--- src/logic/jbs_pkg.sv ---
// constants for the test access port and boundary-scan chain
package jbs_pkg;
	localparam int          IR_W      = 4;
	localparam int          N_IN      = 4;
	localparam int          N_IO      = 96;
	localparam int          N_MC      = 128;
	localparam int          IO_STAGES = 3;
	localparam int          IO_BASE   = N_IN;
	localparam int          MC_BASE   = IO_BASE + IO_STAGES * N_IO;
	localparam int          CHAIN_LEN = MC_BASE + N_MC;
	localparam int          ID_W      = 32;
	localparam int          PROG_W    = 32;
	// instruction codes
	localparam logic [3:0]  IR_EXTEST = 4'h0;
	localparam logic [3:0]  IR_SAMPLE = 4'h1;
	localparam logic [3:0]  IR_IDCODE = 4'h2;
	localparam logic [3:0]  IR_PROG   = 4'h8;
	localparam logic [3:0]  IR_BYPASS = 4'hf;
	localparam logic [3:0]  IR_CAPT   = 4'h1;
	// identity value is arbitrary, lsb fixed at one
	localparam logic [31:0] ID_VALUE  = 32'h0a5a_5001;

	typedef enum logic [15:0] {
		ST_RESET   = 16'h0001,
		ST_IDLE    = 16'h0002,
		ST_SEL_DR  = 16'h0004,
		ST_CAP_DR  = 16'h0008,
		ST_SH_DR   = 16'h0010,
		ST_EX1_DR  = 16'h0020,
		ST_PAU_DR  = 16'h0040,
		ST_EX2_DR  = 16'h0080,
		ST_UPD_DR  = 16'h0100,
		ST_SEL_IR  = 16'h0200,
		ST_CAP_IR  = 16'h0400,
		ST_SH_IR   = 16'h0800,
		ST_EX1_IR  = 16'h1000,
		ST_PAU_IR  = 16'h2000,
		ST_EX2_IR  = 16'h4000,
		ST_UPD_IR  = 16'h8000
	} jbs_state_e;
endpackage

--- src/logic/jbs_port.sv ---
// test access port controller, boundary-scan chain and programming register
`timescale 1ns/1ns
// Functional notes
// - controller starts in test-logic-reset on power-up reset; no separate test reset.
// - supports sample/preload, external test, bypass and identification instructions.
// - every input pin and every I/O pin owns a boundary-scan cell.
// - I/O cell has three capture stages and two update stages.
// - pin cells and macrocell cells are two distinct variants.
// - cells chain serially through capture stages from test input to test output.
// - capture stages sample live signals, shift, then load update stages.
// - capture, shift and update strobes come from the controller, not pins.
// - with the port disabled, the four test pins act as user I/O.
// - programming uses only the four test pins under the standard access mechanism.
// - pull-up on mode-select and test data input is a configuration choice.
module jbs_port (
	input  wire logic                       clk,
	input  wire logic                       reset_n,
	input  wire logic                       cfg_port_en,
	input  wire logic                       cfg_pullup_en,
	input  wire logic                       tck,
	input  wire logic                       tms,
	input  wire logic                       tdi,
	output logic                            tdo_ff,
	output logic                            tdo_oe_ff,
	input  wire logic                       user_tdo_out,
	input  wire logic                       user_tdo_oe,
	output logic [3:0]                      user_pins_ff,
	output logic                            pullup_en_ff,
	input  wire logic [jbs_pkg::N_IN-1:0]   in_pin,
	input  wire logic [jbs_pkg::N_IO-1:0]   io_pin,
	input  wire logic [jbs_pkg::N_IO-1:0]   core_out,
	input  wire logic [jbs_pkg::N_IO-1:0]   core_oe,
	input  wire logic [jbs_pkg::N_MC-1:0]   mc_val,
	output logic [jbs_pkg::N_IO-1:0]        io_out_ff,
	output logic [jbs_pkg::N_IO-1:0]        io_oe_ff,
	output logic [jbs_pkg::PROG_W-1:0]      prog_data_ff,
	output logic                            prog_wr_ff
);
	localparam int L = jbs_pkg::CHAIN_LEN;

	// two-stage synchronisers for pins from outside the clock domain
	logic [2:0]                   pin_s1_ff, pin_s2_ff;
	logic                         tck_d_ff;
	logic [jbs_pkg::N_IN-1:0]     in_s1_ff, in_s2_ff;
	logic [jbs_pkg::N_IO-1:0]     io_s1_ff, io_s2_ff;
	logic [jbs_pkg::N_MC-1:0]     mc_s1_ff, mc_s2_ff;

	jbs_pkg::jbs_state_e          st_ff, nxt_st;
	logic [3:0]                   ir_sh_ff, nxt_ir_sh;
	logic [3:0]                   ir_ff, nxt_ir;
	logic                         byp_ff, nxt_byp;
	logic [31:0]                  id_ff, nxt_id;
	logic [31:0]                  prg_sh_ff, nxt_prg_sh;
	logic [L-1:0]                 cap_ff, nxt_cap;
	logic [jbs_pkg::N_IO-1:0]     upd_out_ff, nxt_upd_out;
	logic [jbs_pkg::N_IO-1:0]     upd_oe_ff, nxt_upd_oe;
	logic                         nxt_tdo, nxt_tdo_oe;
	logic [jbs_pkg::N_IO-1:0]     nxt_io_out, nxt_io_oe;
	logic [31:0]                  nxt_prog_data;
	logic                         nxt_prog_wr;
	logic [3:0]                   nxt_user;
	logic [L-1:0]                 cap_src;
	logic                         tck_s, tms_s, tdi_s, rise, fall;

	assign tck_s = pin_s2_ff[0];
	assign tms_s = pin_s2_ff[1];
	assign tdi_s = pin_s2_ff[2];
	// edges found from the synchronised copy only; tck is far slower than clk
	assign rise  = tck_s & ~tck_d_ff;
	assign fall  = ~tck_s & tck_d_ff;

	// live values seen by each cell's capture stages
	assign cap_src[jbs_pkg::N_IN-1:0] = in_s2_ff;
	genvar gi;
	generate
		for (gi = 0; gi < jbs_pkg::N_IO; gi++) begin : g_io
			assign cap_src[jbs_pkg::IO_BASE + 3*gi]     = io_s2_ff[gi];
			assign cap_src[jbs_pkg::IO_BASE + 3*gi + 1] = core_out[gi];
			assign cap_src[jbs_pkg::IO_BASE + 3*gi + 2] = core_oe[gi];
			assign nxt_upd_out[gi] = (st_ff == jbs_pkg::ST_UPD_DR && fall
				&& (ir_ff == jbs_pkg::IR_EXTEST || ir_ff == jbs_pkg::IR_SAMPLE))
				? cap_ff[jbs_pkg::IO_BASE + 3*gi + 1] : upd_out_ff[gi];
			assign nxt_upd_oe[gi] = (st_ff == jbs_pkg::ST_UPD_DR && fall
				&& (ir_ff == jbs_pkg::IR_EXTEST || ir_ff == jbs_pkg::IR_SAMPLE))
				? cap_ff[jbs_pkg::IO_BASE + 3*gi + 2] : upd_oe_ff[gi];
			assign nxt_io_out[gi] = (ir_ff == jbs_pkg::IR_EXTEST && cfg_port_en)
				? upd_out_ff[gi] : core_out[gi];
			assign nxt_io_oe[gi] = (ir_ff == jbs_pkg::IR_EXTEST && cfg_port_en)
				? upd_oe_ff[gi] : core_oe[gi];
		end
	endgenerate
	// macrocell cells: capture stage only, no pin drive
	assign cap_src[L-1:jbs_pkg::MC_BASE] = mc_s2_ff;

	// controller sequence and data registers
	always_comb begin
		nxt_st        = st_ff;
		nxt_ir_sh     = ir_sh_ff;
		nxt_ir        = ir_ff;
		nxt_byp       = byp_ff;
		nxt_id        = id_ff;
		nxt_prg_sh    = prg_sh_ff;
		nxt_cap       = cap_ff;
		nxt_tdo       = tdo_ff;
		nxt_tdo_oe    = tdo_oe_ff;
		nxt_prog_data = prog_data_ff;
		nxt_prog_wr   = 1'b0;
		if (!cfg_port_en) begin
			// port unused: controller parked, tdo pin belongs to the user
			nxt_st     = jbs_pkg::ST_RESET;
			nxt_ir     = jbs_pkg::IR_IDCODE;
			nxt_tdo    = user_tdo_out;
			nxt_tdo_oe = user_tdo_oe;
		end else if (rise) begin
			case (st_ff)
				jbs_pkg::ST_RESET:  nxt_st = tms_s ? jbs_pkg::ST_RESET : jbs_pkg::ST_IDLE;
				jbs_pkg::ST_IDLE:   nxt_st = tms_s ? jbs_pkg::ST_SEL_DR : jbs_pkg::ST_IDLE;
				jbs_pkg::ST_SEL_DR: nxt_st = tms_s ? jbs_pkg::ST_SEL_IR : jbs_pkg::ST_CAP_DR;
				jbs_pkg::ST_CAP_DR: nxt_st = tms_s ? jbs_pkg::ST_EX1_DR : jbs_pkg::ST_SH_DR;
				jbs_pkg::ST_SH_DR:  nxt_st = tms_s ? jbs_pkg::ST_EX1_DR : jbs_pkg::ST_SH_DR;
				jbs_pkg::ST_EX1_DR: nxt_st = tms_s ? jbs_pkg::ST_UPD_DR : jbs_pkg::ST_PAU_DR;
				jbs_pkg::ST_PAU_DR: nxt_st = tms_s ? jbs_pkg::ST_EX2_DR : jbs_pkg::ST_PAU_DR;
				jbs_pkg::ST_EX2_DR: nxt_st = tms_s ? jbs_pkg::ST_UPD_DR : jbs_pkg::ST_SH_DR;
				jbs_pkg::ST_UPD_DR: nxt_st = tms_s ? jbs_pkg::ST_SEL_DR : jbs_pkg::ST_IDLE;
				jbs_pkg::ST_SEL_IR: nxt_st = tms_s ? jbs_pkg::ST_RESET : jbs_pkg::ST_CAP_IR;
				jbs_pkg::ST_CAP_IR: nxt_st = tms_s ? jbs_pkg::ST_EX1_IR : jbs_pkg::ST_SH_IR;
				jbs_pkg::ST_SH_IR:  nxt_st = tms_s ? jbs_pkg::ST_EX1_IR : jbs_pkg::ST_SH_IR;
				jbs_pkg::ST_EX1_IR: nxt_st = tms_s ? jbs_pkg::ST_UPD_IR : jbs_pkg::ST_PAU_IR;
				jbs_pkg::ST_PAU_IR: nxt_st = tms_s ? jbs_pkg::ST_EX2_IR : jbs_pkg::ST_PAU_IR;
				jbs_pkg::ST_EX2_IR: nxt_st = tms_s ? jbs_pkg::ST_UPD_IR : jbs_pkg::ST_SH_IR;
				jbs_pkg::ST_UPD_IR: nxt_st = tms_s ? jbs_pkg::ST_SEL_DR : jbs_pkg::ST_IDLE;
				default:            nxt_st = jbs_pkg::ST_RESET;
			endcase
			// capture and shift happen on the rising edge that leaves the state
			case (st_ff)
				jbs_pkg::ST_CAP_IR: nxt_ir_sh = jbs_pkg::IR_CAPT;
				jbs_pkg::ST_SH_IR:  nxt_ir_sh = {tdi_s, ir_sh_ff[3:1]};
				jbs_pkg::ST_CAP_DR: begin
					nxt_byp = 1'b0;
					nxt_id  = jbs_pkg::ID_VALUE;
					if (ir_ff == jbs_pkg::IR_EXTEST || ir_ff == jbs_pkg::IR_SAMPLE)
						nxt_cap = cap_src;
				end
				jbs_pkg::ST_SH_DR: begin
					case (ir_ff)
						jbs_pkg::IR_EXTEST, jbs_pkg::IR_SAMPLE:
							nxt_cap = {tdi_s, cap_ff[L-1:1]};
						jbs_pkg::IR_IDCODE: nxt_id = {tdi_s, id_ff[31:1]};
						jbs_pkg::IR_PROG:   nxt_prg_sh = {tdi_s, prg_sh_ff[31:1]};
						default:            nxt_byp = tdi_s;
					endcase
				end
				default: nxt_byp = byp_ff;
			endcase
		end else if (fall) begin
			// tdo moves on the falling edge so the tester samples a settled bit
			nxt_tdo_oe = (st_ff == jbs_pkg::ST_SH_DR) || (st_ff == jbs_pkg::ST_SH_IR);
			if (st_ff == jbs_pkg::ST_SH_IR)
				nxt_tdo = ir_sh_ff[0];
			else case (ir_ff)
				jbs_pkg::IR_EXTEST, jbs_pkg::IR_SAMPLE: nxt_tdo = cap_ff[0];
				jbs_pkg::IR_IDCODE: nxt_tdo = id_ff[0];
				jbs_pkg::IR_PROG:   nxt_tdo = prg_sh_ff[0];
				default:            nxt_tdo = byp_ff;
			endcase
			if (st_ff == jbs_pkg::ST_RESET)
				nxt_ir = jbs_pkg::IR_IDCODE;
			if (st_ff == jbs_pkg::ST_UPD_IR) begin
				case (ir_sh_ff)
					jbs_pkg::IR_EXTEST, jbs_pkg::IR_SAMPLE, jbs_pkg::IR_IDCODE,
					jbs_pkg::IR_PROG: nxt_ir = ir_sh_ff;
					default:          nxt_ir = jbs_pkg::IR_BYPASS;
				endcase
			end
			if (st_ff == jbs_pkg::ST_UPD_DR && ir_ff == jbs_pkg::IR_PROG) begin
				nxt_prog_data = prg_sh_ff;
				nxt_prog_wr   = 1'b1;
			end
		end
	end

	// test pins seen as plain user inputs when the port is off
	always_comb begin
		nxt_user = cfg_port_en ? 4'h0 : {1'b0, tdi_s, tms_s, tck_s};
	end

	// power-up reset puts the controller straight into test-logic-reset
	always_ff @(posedge clk or negedge reset_n) begin
		if (!reset_n) begin
			pin_s1_ff    <= 3'h0;
			pin_s2_ff    <= 3'h0;
			tck_d_ff     <= 1'b0;
			in_s1_ff     <= '0;
			in_s2_ff     <= '0;
			io_s1_ff     <= '0;
			io_s2_ff     <= '0;
			mc_s1_ff     <= '0;
			mc_s2_ff     <= '0;
			st_ff        <= jbs_pkg::ST_RESET;
			ir_sh_ff     <= 4'h0;
			ir_ff        <= jbs_pkg::IR_IDCODE;
			byp_ff       <= 1'b0;
			id_ff        <= 32'h0;
			prg_sh_ff    <= 32'h0;
			cap_ff       <= '0;
			upd_out_ff   <= '0;
			upd_oe_ff    <= '0;
			tdo_ff       <= 1'b0;
			tdo_oe_ff    <= 1'b0;
			io_out_ff    <= '0;
			io_oe_ff     <= '0;
			prog_data_ff <= 32'h0;
			prog_wr_ff   <= 1'b0;
			user_pins_ff <= 4'h0;
			pullup_en_ff <= 1'b0;
		end else begin
			pin_s1_ff    <= {tdi, tms, tck};
			pin_s2_ff    <= pin_s1_ff;
			tck_d_ff     <= pin_s2_ff[0];
			in_s1_ff     <= in_pin;
			in_s2_ff     <= in_s1_ff;
			io_s1_ff     <= io_pin;
			io_s2_ff     <= io_s1_ff;
			mc_s1_ff     <= mc_val;
			mc_s2_ff     <= mc_s1_ff;
			st_ff        <= nxt_st;
			ir_sh_ff     <= nxt_ir_sh;
			ir_ff        <= nxt_ir;
			byp_ff       <= nxt_byp;
			id_ff        <= nxt_id;
			prg_sh_ff    <= nxt_prg_sh;
			cap_ff       <= nxt_cap;
			upd_out_ff   <= nxt_upd_out;
			upd_oe_ff    <= nxt_upd_oe;
			tdo_ff       <= nxt_tdo;
			tdo_oe_ff    <= nxt_tdo_oe;
			io_out_ff    <= nxt_io_out;
			io_oe_ff     <= nxt_io_oe;
			prog_data_ff <= nxt_prog_data;
			prog_wr_ff   <= nxt_prog_wr;
			user_pins_ff <= nxt_user;
			pullup_en_ff <= cfg_pullup_en;
		end
	end
endmodule

--- config.mk ---
export PLATFORM = sky130hd
export DESIGN_NAME = jbs_port
export DESIGN_NICKNAME = d
export VERILOG_FILES = /design/src/logic/jbs_pkg.sv /design/src/logic/jbs_port.sv
export SDC_FILE = /design/constraint.sdc
export NUM_CORES = 2
export LEC_CHECK = 0
export ABC_AREA = 1
export BUFFER_PORTS_ARGS = -buffer_cell sky130_fd_sc_hd__buf_2
export CELL_PAD_IN_SITES_DETAIL_PLACEMENT = 1
export CELL_PAD_IN_SITES_GLOBAL_PLACEMENT = 1
export CORE_UTILIZATION = 50
export CTS_BUF_LIST = sky130_fd_sc_hd__clkbuf_4
export CTS_CLUSTER_DIAMETER = 60
export CTS_CLUSTER_SIZE = 10
export DETAILED_ROUTE_END_ITERATION = 6
export PLACE_DENSITY = 0.95
export SKIP_CTS_REPAIR_TIMING = 1
export SYNTH_ARGS = -nofsm -noshare
export SYNTH_HDL_FRONTEND = slang
export SYNTH_SLANG_ARGS = --single-unit
--- constraint.sdc ---
create_clock -name clk -period 5.69 [get_ports clk]
set_input_delay 0.569 -clock clk [delete_from_list [all_inputs] [get_ports clk]]
set_output_delay 0.569 -clock clk [all_outputs]
set_load 0.02 [all_outputs]
# Word level (Yosys, flattened, before mapping)
# Cells that the tools add are included.
# op_classes
n_eq_ne,30
mux,234
bitwise,5
reduce_logical,24
# op_table
op,count
$mux 420,2
$pmux 420 s2,1
$mux 1,204
$pmux 16 s12,1
$mux 16,4
$pmux 32 s2,1
$mux 32,1
$mux 4,6
$mux 9,2
$eq 16x1->1 const B,1
$eq 16x10->1 const B,1
$eq 16x11->1 const B,1
$eq 16x12->1 const B,1
$eq 16x13->1 const B,1
$eq 16x14->1 const B,1
$eq 16x15->1 const B,1
$eq 16x16->1 const B,1
$eq 16x2->1 const B,1
$eq 16x3->1 const B,1
$eq 16x4->1 const B,1
$eq 16x5->1 const B,1
$eq 16x6->1 const B,1
$eq 16x7->1 const B,1
$eq 16x8->1 const B,1
31 further kinds,56
# totals
ff_bits,1395
inputBits,429
out_inout_bits,232
wordCells,319

# Logic depth before layout (Yosys ltp)
# logic_depth
word_depth,7
ltp_mapped,12
mapped_depth_nobuf,11

# Worst setup path after synthesis
# OpenSTA, ideal clock, no wires.
# synth_path
kind,flip-flop to flip-flop
startpoint,register st_ff[9]
endpoint,register cap_ff[19]
setup_ps,132
arrival_time_ps,1688
t_required_ps,5558
slack_ps,3870
path_stages_with_launch,12
path_buffers,3
synth_period_minus_slack_ps,1820
cell_sequence,dfrtp_1 -> nor2_4 -> nand2_4 -> nor2_8 -> nand3b_4 -> nand2_2 -> nand3_2 -> buf_4 -> buf_6 -> buf_2 -> nand2_1 -> o21ai_1
# synth_between
elab_chain_cells,3
# synth_lines
item,line,rtl
from (decl),jbs_port.sv:48,"jbs_pkg::jbs_state_e st_ff, nxt_st;"
from (signal assigned),jbs_port.sv:199,st_ff <= jbs_pkg::ST_RESET;
from (signal assigned),jbs_port.sv:226,st_ff <= nxt_st;
$eq 16x5->1 / $eq 16x4->1 (equally long branches),jbs_port.sv:135,case (st_ff)
$ne 2x1->1 (no line) (tied with other cells),n/a,
$reduce_and 5->1 (no line),n/a,
to (signal assigned),jbs_port.sv:232,cap_ff <= nxt_cap;
to (decl),jbs_port.sv:54,"logic [L-1:0] cap_ff, nxt_cap;"
# Parallel ways exist; a longest one is shown, timed or not.
# A chain may end at the register's enable or synchronous reset.

# Final worst setup path
# layout_path
startpoint,register st_ff[12]
endpoint,register cap_ff[110]
# Same word-level chain as after synthesis.

==> flow_metrics.env <==
export IMPL_routed_wl_um=210000
export IMPL_ys_warn_count=0
export IMPL_slowest_delay_ns=0.83
export IMPL_path_delay_family="simple AND/OR/NAND/NOR gates"
export IMPL_arrival_ns=5.23
export IMPL_cts_buffers=162
export IMPL_tns_ns=0
export IMPL_leakage_uw=0.0303
export IMPL_synth_top_cell_by_area="dfrtp_1"
export IMPL_clockBufferDepth=3
export IMPL_grt_usage_pct=29.9
export IMPL_cp_startpoint="st_ff[12]"
export IMPL_end_kind="flop"
export IMPL_cp_max_fo=248
export IMPL_cts_root_buf="clkbuf_4"
export IMPL_vias=44100
export IMPL_cts_htree_levels=4
export IMPL_fmax_mhz=236
export IMPL_rsz0062_at_grt="no"
export IMPL_relSlewSlack_pct=12.3
export IMPL_violations="DRC"
export IMPL_power_uw=17700
export IMPL_cts_tree="yes"
export IMPL_cts_sinks=1395
export IMPL_fin_crit_ns=4.24
export IMPL_critPathSlowestCell="o21ai_1"
export IMPL_startpoint_type="flop"
export IMPL_cp_buffers_inverters=1
export IMPL_grt_pass1_vias=41400
export IMPL_syn_cell_area_um2=50700
export IMPL_maxCapViolations=0
export IMPL_die_w_um=320
export IMPL_grt_max_degree=249
export IMPL_ioPinCount=661
export IMPL_nets=6302
export IMPL_status="complete, but fails checks"
export IMPL_clk_insertion_delay_late_ns=1.22
export IMPL_drv_slew=0
export IMPL_yosysTopAreaCellShare_pct=68.8
export IMPL_ys_types=34
export IMPL_ys_seq_area_share_pct=68.9
export IMPL_floorplan_rows=116
export IMPL_clkPwrFrac_pct=31.2
export IMPL_crit_type="reg2reg"
export IMPL_ant_nets=0
export IMPL_dieArea_um2=103000
export IMPL_via_per_inst=6.05
export IMPL_layout_commonest_cell="dfrtp_1"
export IMPL_overflow=0
export IMPL_switchingPower_uw=5180
export IMPL_syn_area_per_cell_um2=10.4
export IMPL_crit_path_cell_trace="nor2_2 > nand2_2 > nor2_8 > nand3b_4 > nand2_2 > nand3_4 > buf_12 > o21ai_1"
export IMPL_ys_seq_elements=1395
export IMPL_hold_violations=0
export IMPL_antenna_found_initial=37
export IMPL_initial_core_util_pct=50.6
export IMPL_placed_area_um2=54900
export IMPL_drt_wirelength_per_cell_um=28.9
export IMPL_ir_drop_mv=0.264
export IMPL_skew_ns=0.145
export IMPL_drc_errors=4
export IMPL_drive_above_1_share_pct=15.4
export IMPL_synth_nets=5283
export IMPL_drt_iter0_markers=5025
export IMPL_place_congestion=0.867
export IMPL_period_share_pct=74.5
export IMPL_p_comb_share_pct=9.4
export IMPL_final_cell_mix="dfrtp_1 (1393), nand2_1 (973), buf_2 (658)"
export IMPL_hold_class="in2async"
export IMPL_reg2reg_depth=8
export IMPL_worst_path_most_repeated_cell="nand2_2"
export IMPL_fin_cells=7283
export IMPL_port_buffers=659
export IMPL_swShare_pct=29.3
export IMPL_power_density_nw_per_um2=290
export IMPL_synthCells=4854
export IMPL_clk_pin_slew_worst_paths_ns=0.17
export IMPL_core_area_um2=100000
export IMPL_die_h_um=320
export IMPL_area_growth_syn_to_layout_pct=20.1
export IMPL_internal_power_uw=12500
export IMPL_grt_pass1_wl_um=235000
export IMPL_fillers=10800
export IMPL_seqPwrFrac_pct=59.4
export IMPL_synth_area_top_cells="dfrtp_1 (69%), nand2_1 (7.2%), o21ai_1 (5.2%)"
export IMPL_dp_hpwl_um=102000
export IMPL_post_route_cell_area_um2=60900
export IMPL_dp_cells=6633
export IMPL_required_ns=6.68
export IMPL_path_depth=8
export IMPL_r2r_start="st_ff[12]"
export IMPL_setup_viol=0
export IMPL_tightest_slew_ns=1.31
export IMPL_first_pass_iters=7
[area by class of cell]
class                           instances  area, um^2  share of cell area, %
Inverter                              462        1730                   2.85
Sequential cell                      1395       34900                   57.3
Antenna cell                           27        67.6                  0.111
Clock inverter                         23         300                  0.493
Tap cell                             1357        1700                   2.79
Clock buffer                          167        1250                   2.06
Timing Repair Buffer                 1134        8150                   13.4
Multi-Input combinational cell       2718       12800                   21.0
[power groups by stage]
stage	combinational [uW]	clock [uW]	sequential [uW]
after floorplan	325	0	10700
after global placement	1210	0	10600
after detailed placement	1280	0	10600
after CTS	1290	5080	10400
after global routing	1750	5810	10500
final	1660	5510	10500
[worst paths after layout]
kind	to	slack [ns]
max	cap_ff[110]	1.45
min	upd_oe_ff[47]	0.006
max reg2reg	cap_ff[110]	1.45
min reg2reg	mc_s2_ff[103]	0.28
max in group asynchronous	mc_s1_ff[69]	3.84
min in group clk	mc_s1_ff[98]	0.02
[cells in the mapped netlist, drive strengths merged]
| cell | instances |
|---|---|
| dfrtp | 1393 |
| nand2 | 977 |
| o21ai | 921 |
| inv | 462 |
| nor2 | 335 |
| a21oi | 296 |
| clkbuf | 165 |
| mux2i | 130 |
| buf | 114 |
| nand3 | 34 |
| o22ai | 7 |
| nor3 | 6 |
| dfstp | 2 |
| nand3b | 2 |
| nand4 | 2 |
| o31ai | 2 |
| a22o | 1 |
| and3 | 1 |
| conb | 1 |
| nor4 | 1 |
| o211ai | 1 |
| o41ai | 1 |
[cells by family (layout without fill, tap and decap cells)]
kind of cell | after synthesis | count (layout) | share of synthesized area [%]
AO/OA/AOI/OAI | 1229 | 1229 | 12.2
flip-flops | 1395 | 1395 | 68.9
other | 1 | 28 | 0.00740
buffers and inverters | 741 | 1786 | 6.06
multiplexers | 130 | 130 | 2.57
AND/OR/NAND/NOR | 1358 | 1358 | 10.3
[layer usage]
| metal | global-route usage (%) | vias up | part of all wire [%] |
|---|---|---|---|
| met5 | 0 | - | 0.091 |
| met4 | 15.9 | 30 | 9.2 |
| met3 | 5.36 | 1264 | 8.8 |
| met2 | 51.2 | 3252 | 48 |
| met1 | 35.9 | 22000 | 34 |
| li1 | - | 17500 | - |
[worst register-to-register path, cell delays in order, from the launching register on]
cell	delay [ns]
dfrtp_1	0.48
nor2_2	0.19
nand2_2	0.14
nor2_8	0.24
nand3b_4	0.52
nand2_2	0.36
nand3_4	0.53
buf_12	0.55
o21ai_1	1.02
[registers in the layout, indices dropped and copies added, names as in the netlist, 16 cells and up]
| signal | flops |
|---|---|
| cap_ff | 420 |
| prog_data_ff | 32 |
| io_s1_ff | 96 |
| prg_sh_ff | 32 |
| mc_s1_ff | 128 |
| st_ff | 16 |
| upd_oe_ff | 96 |
| id_ff | 32 |
| io_s2_ff | 96 |
| io_out_ff | 96 |
| upd_out_ff | 96 |
| io_oe_ff | 96 |
| mc_s2_ff | 128 |
[through the flow]
step	hold WS, ns	utilization (%)	worst slack (ns)
after floorplan	0.273	-	3.87
after global placement	0.332	54.8	2.29
after detailed placement	0.336	54.8	2.11
after CTS	-0.640	56.3	2.03
after global routing	-0.0145	60.7	1.41
final	0.00639	60.7	1.45
No activity file was read; power rests on OpenSTA's default activity.
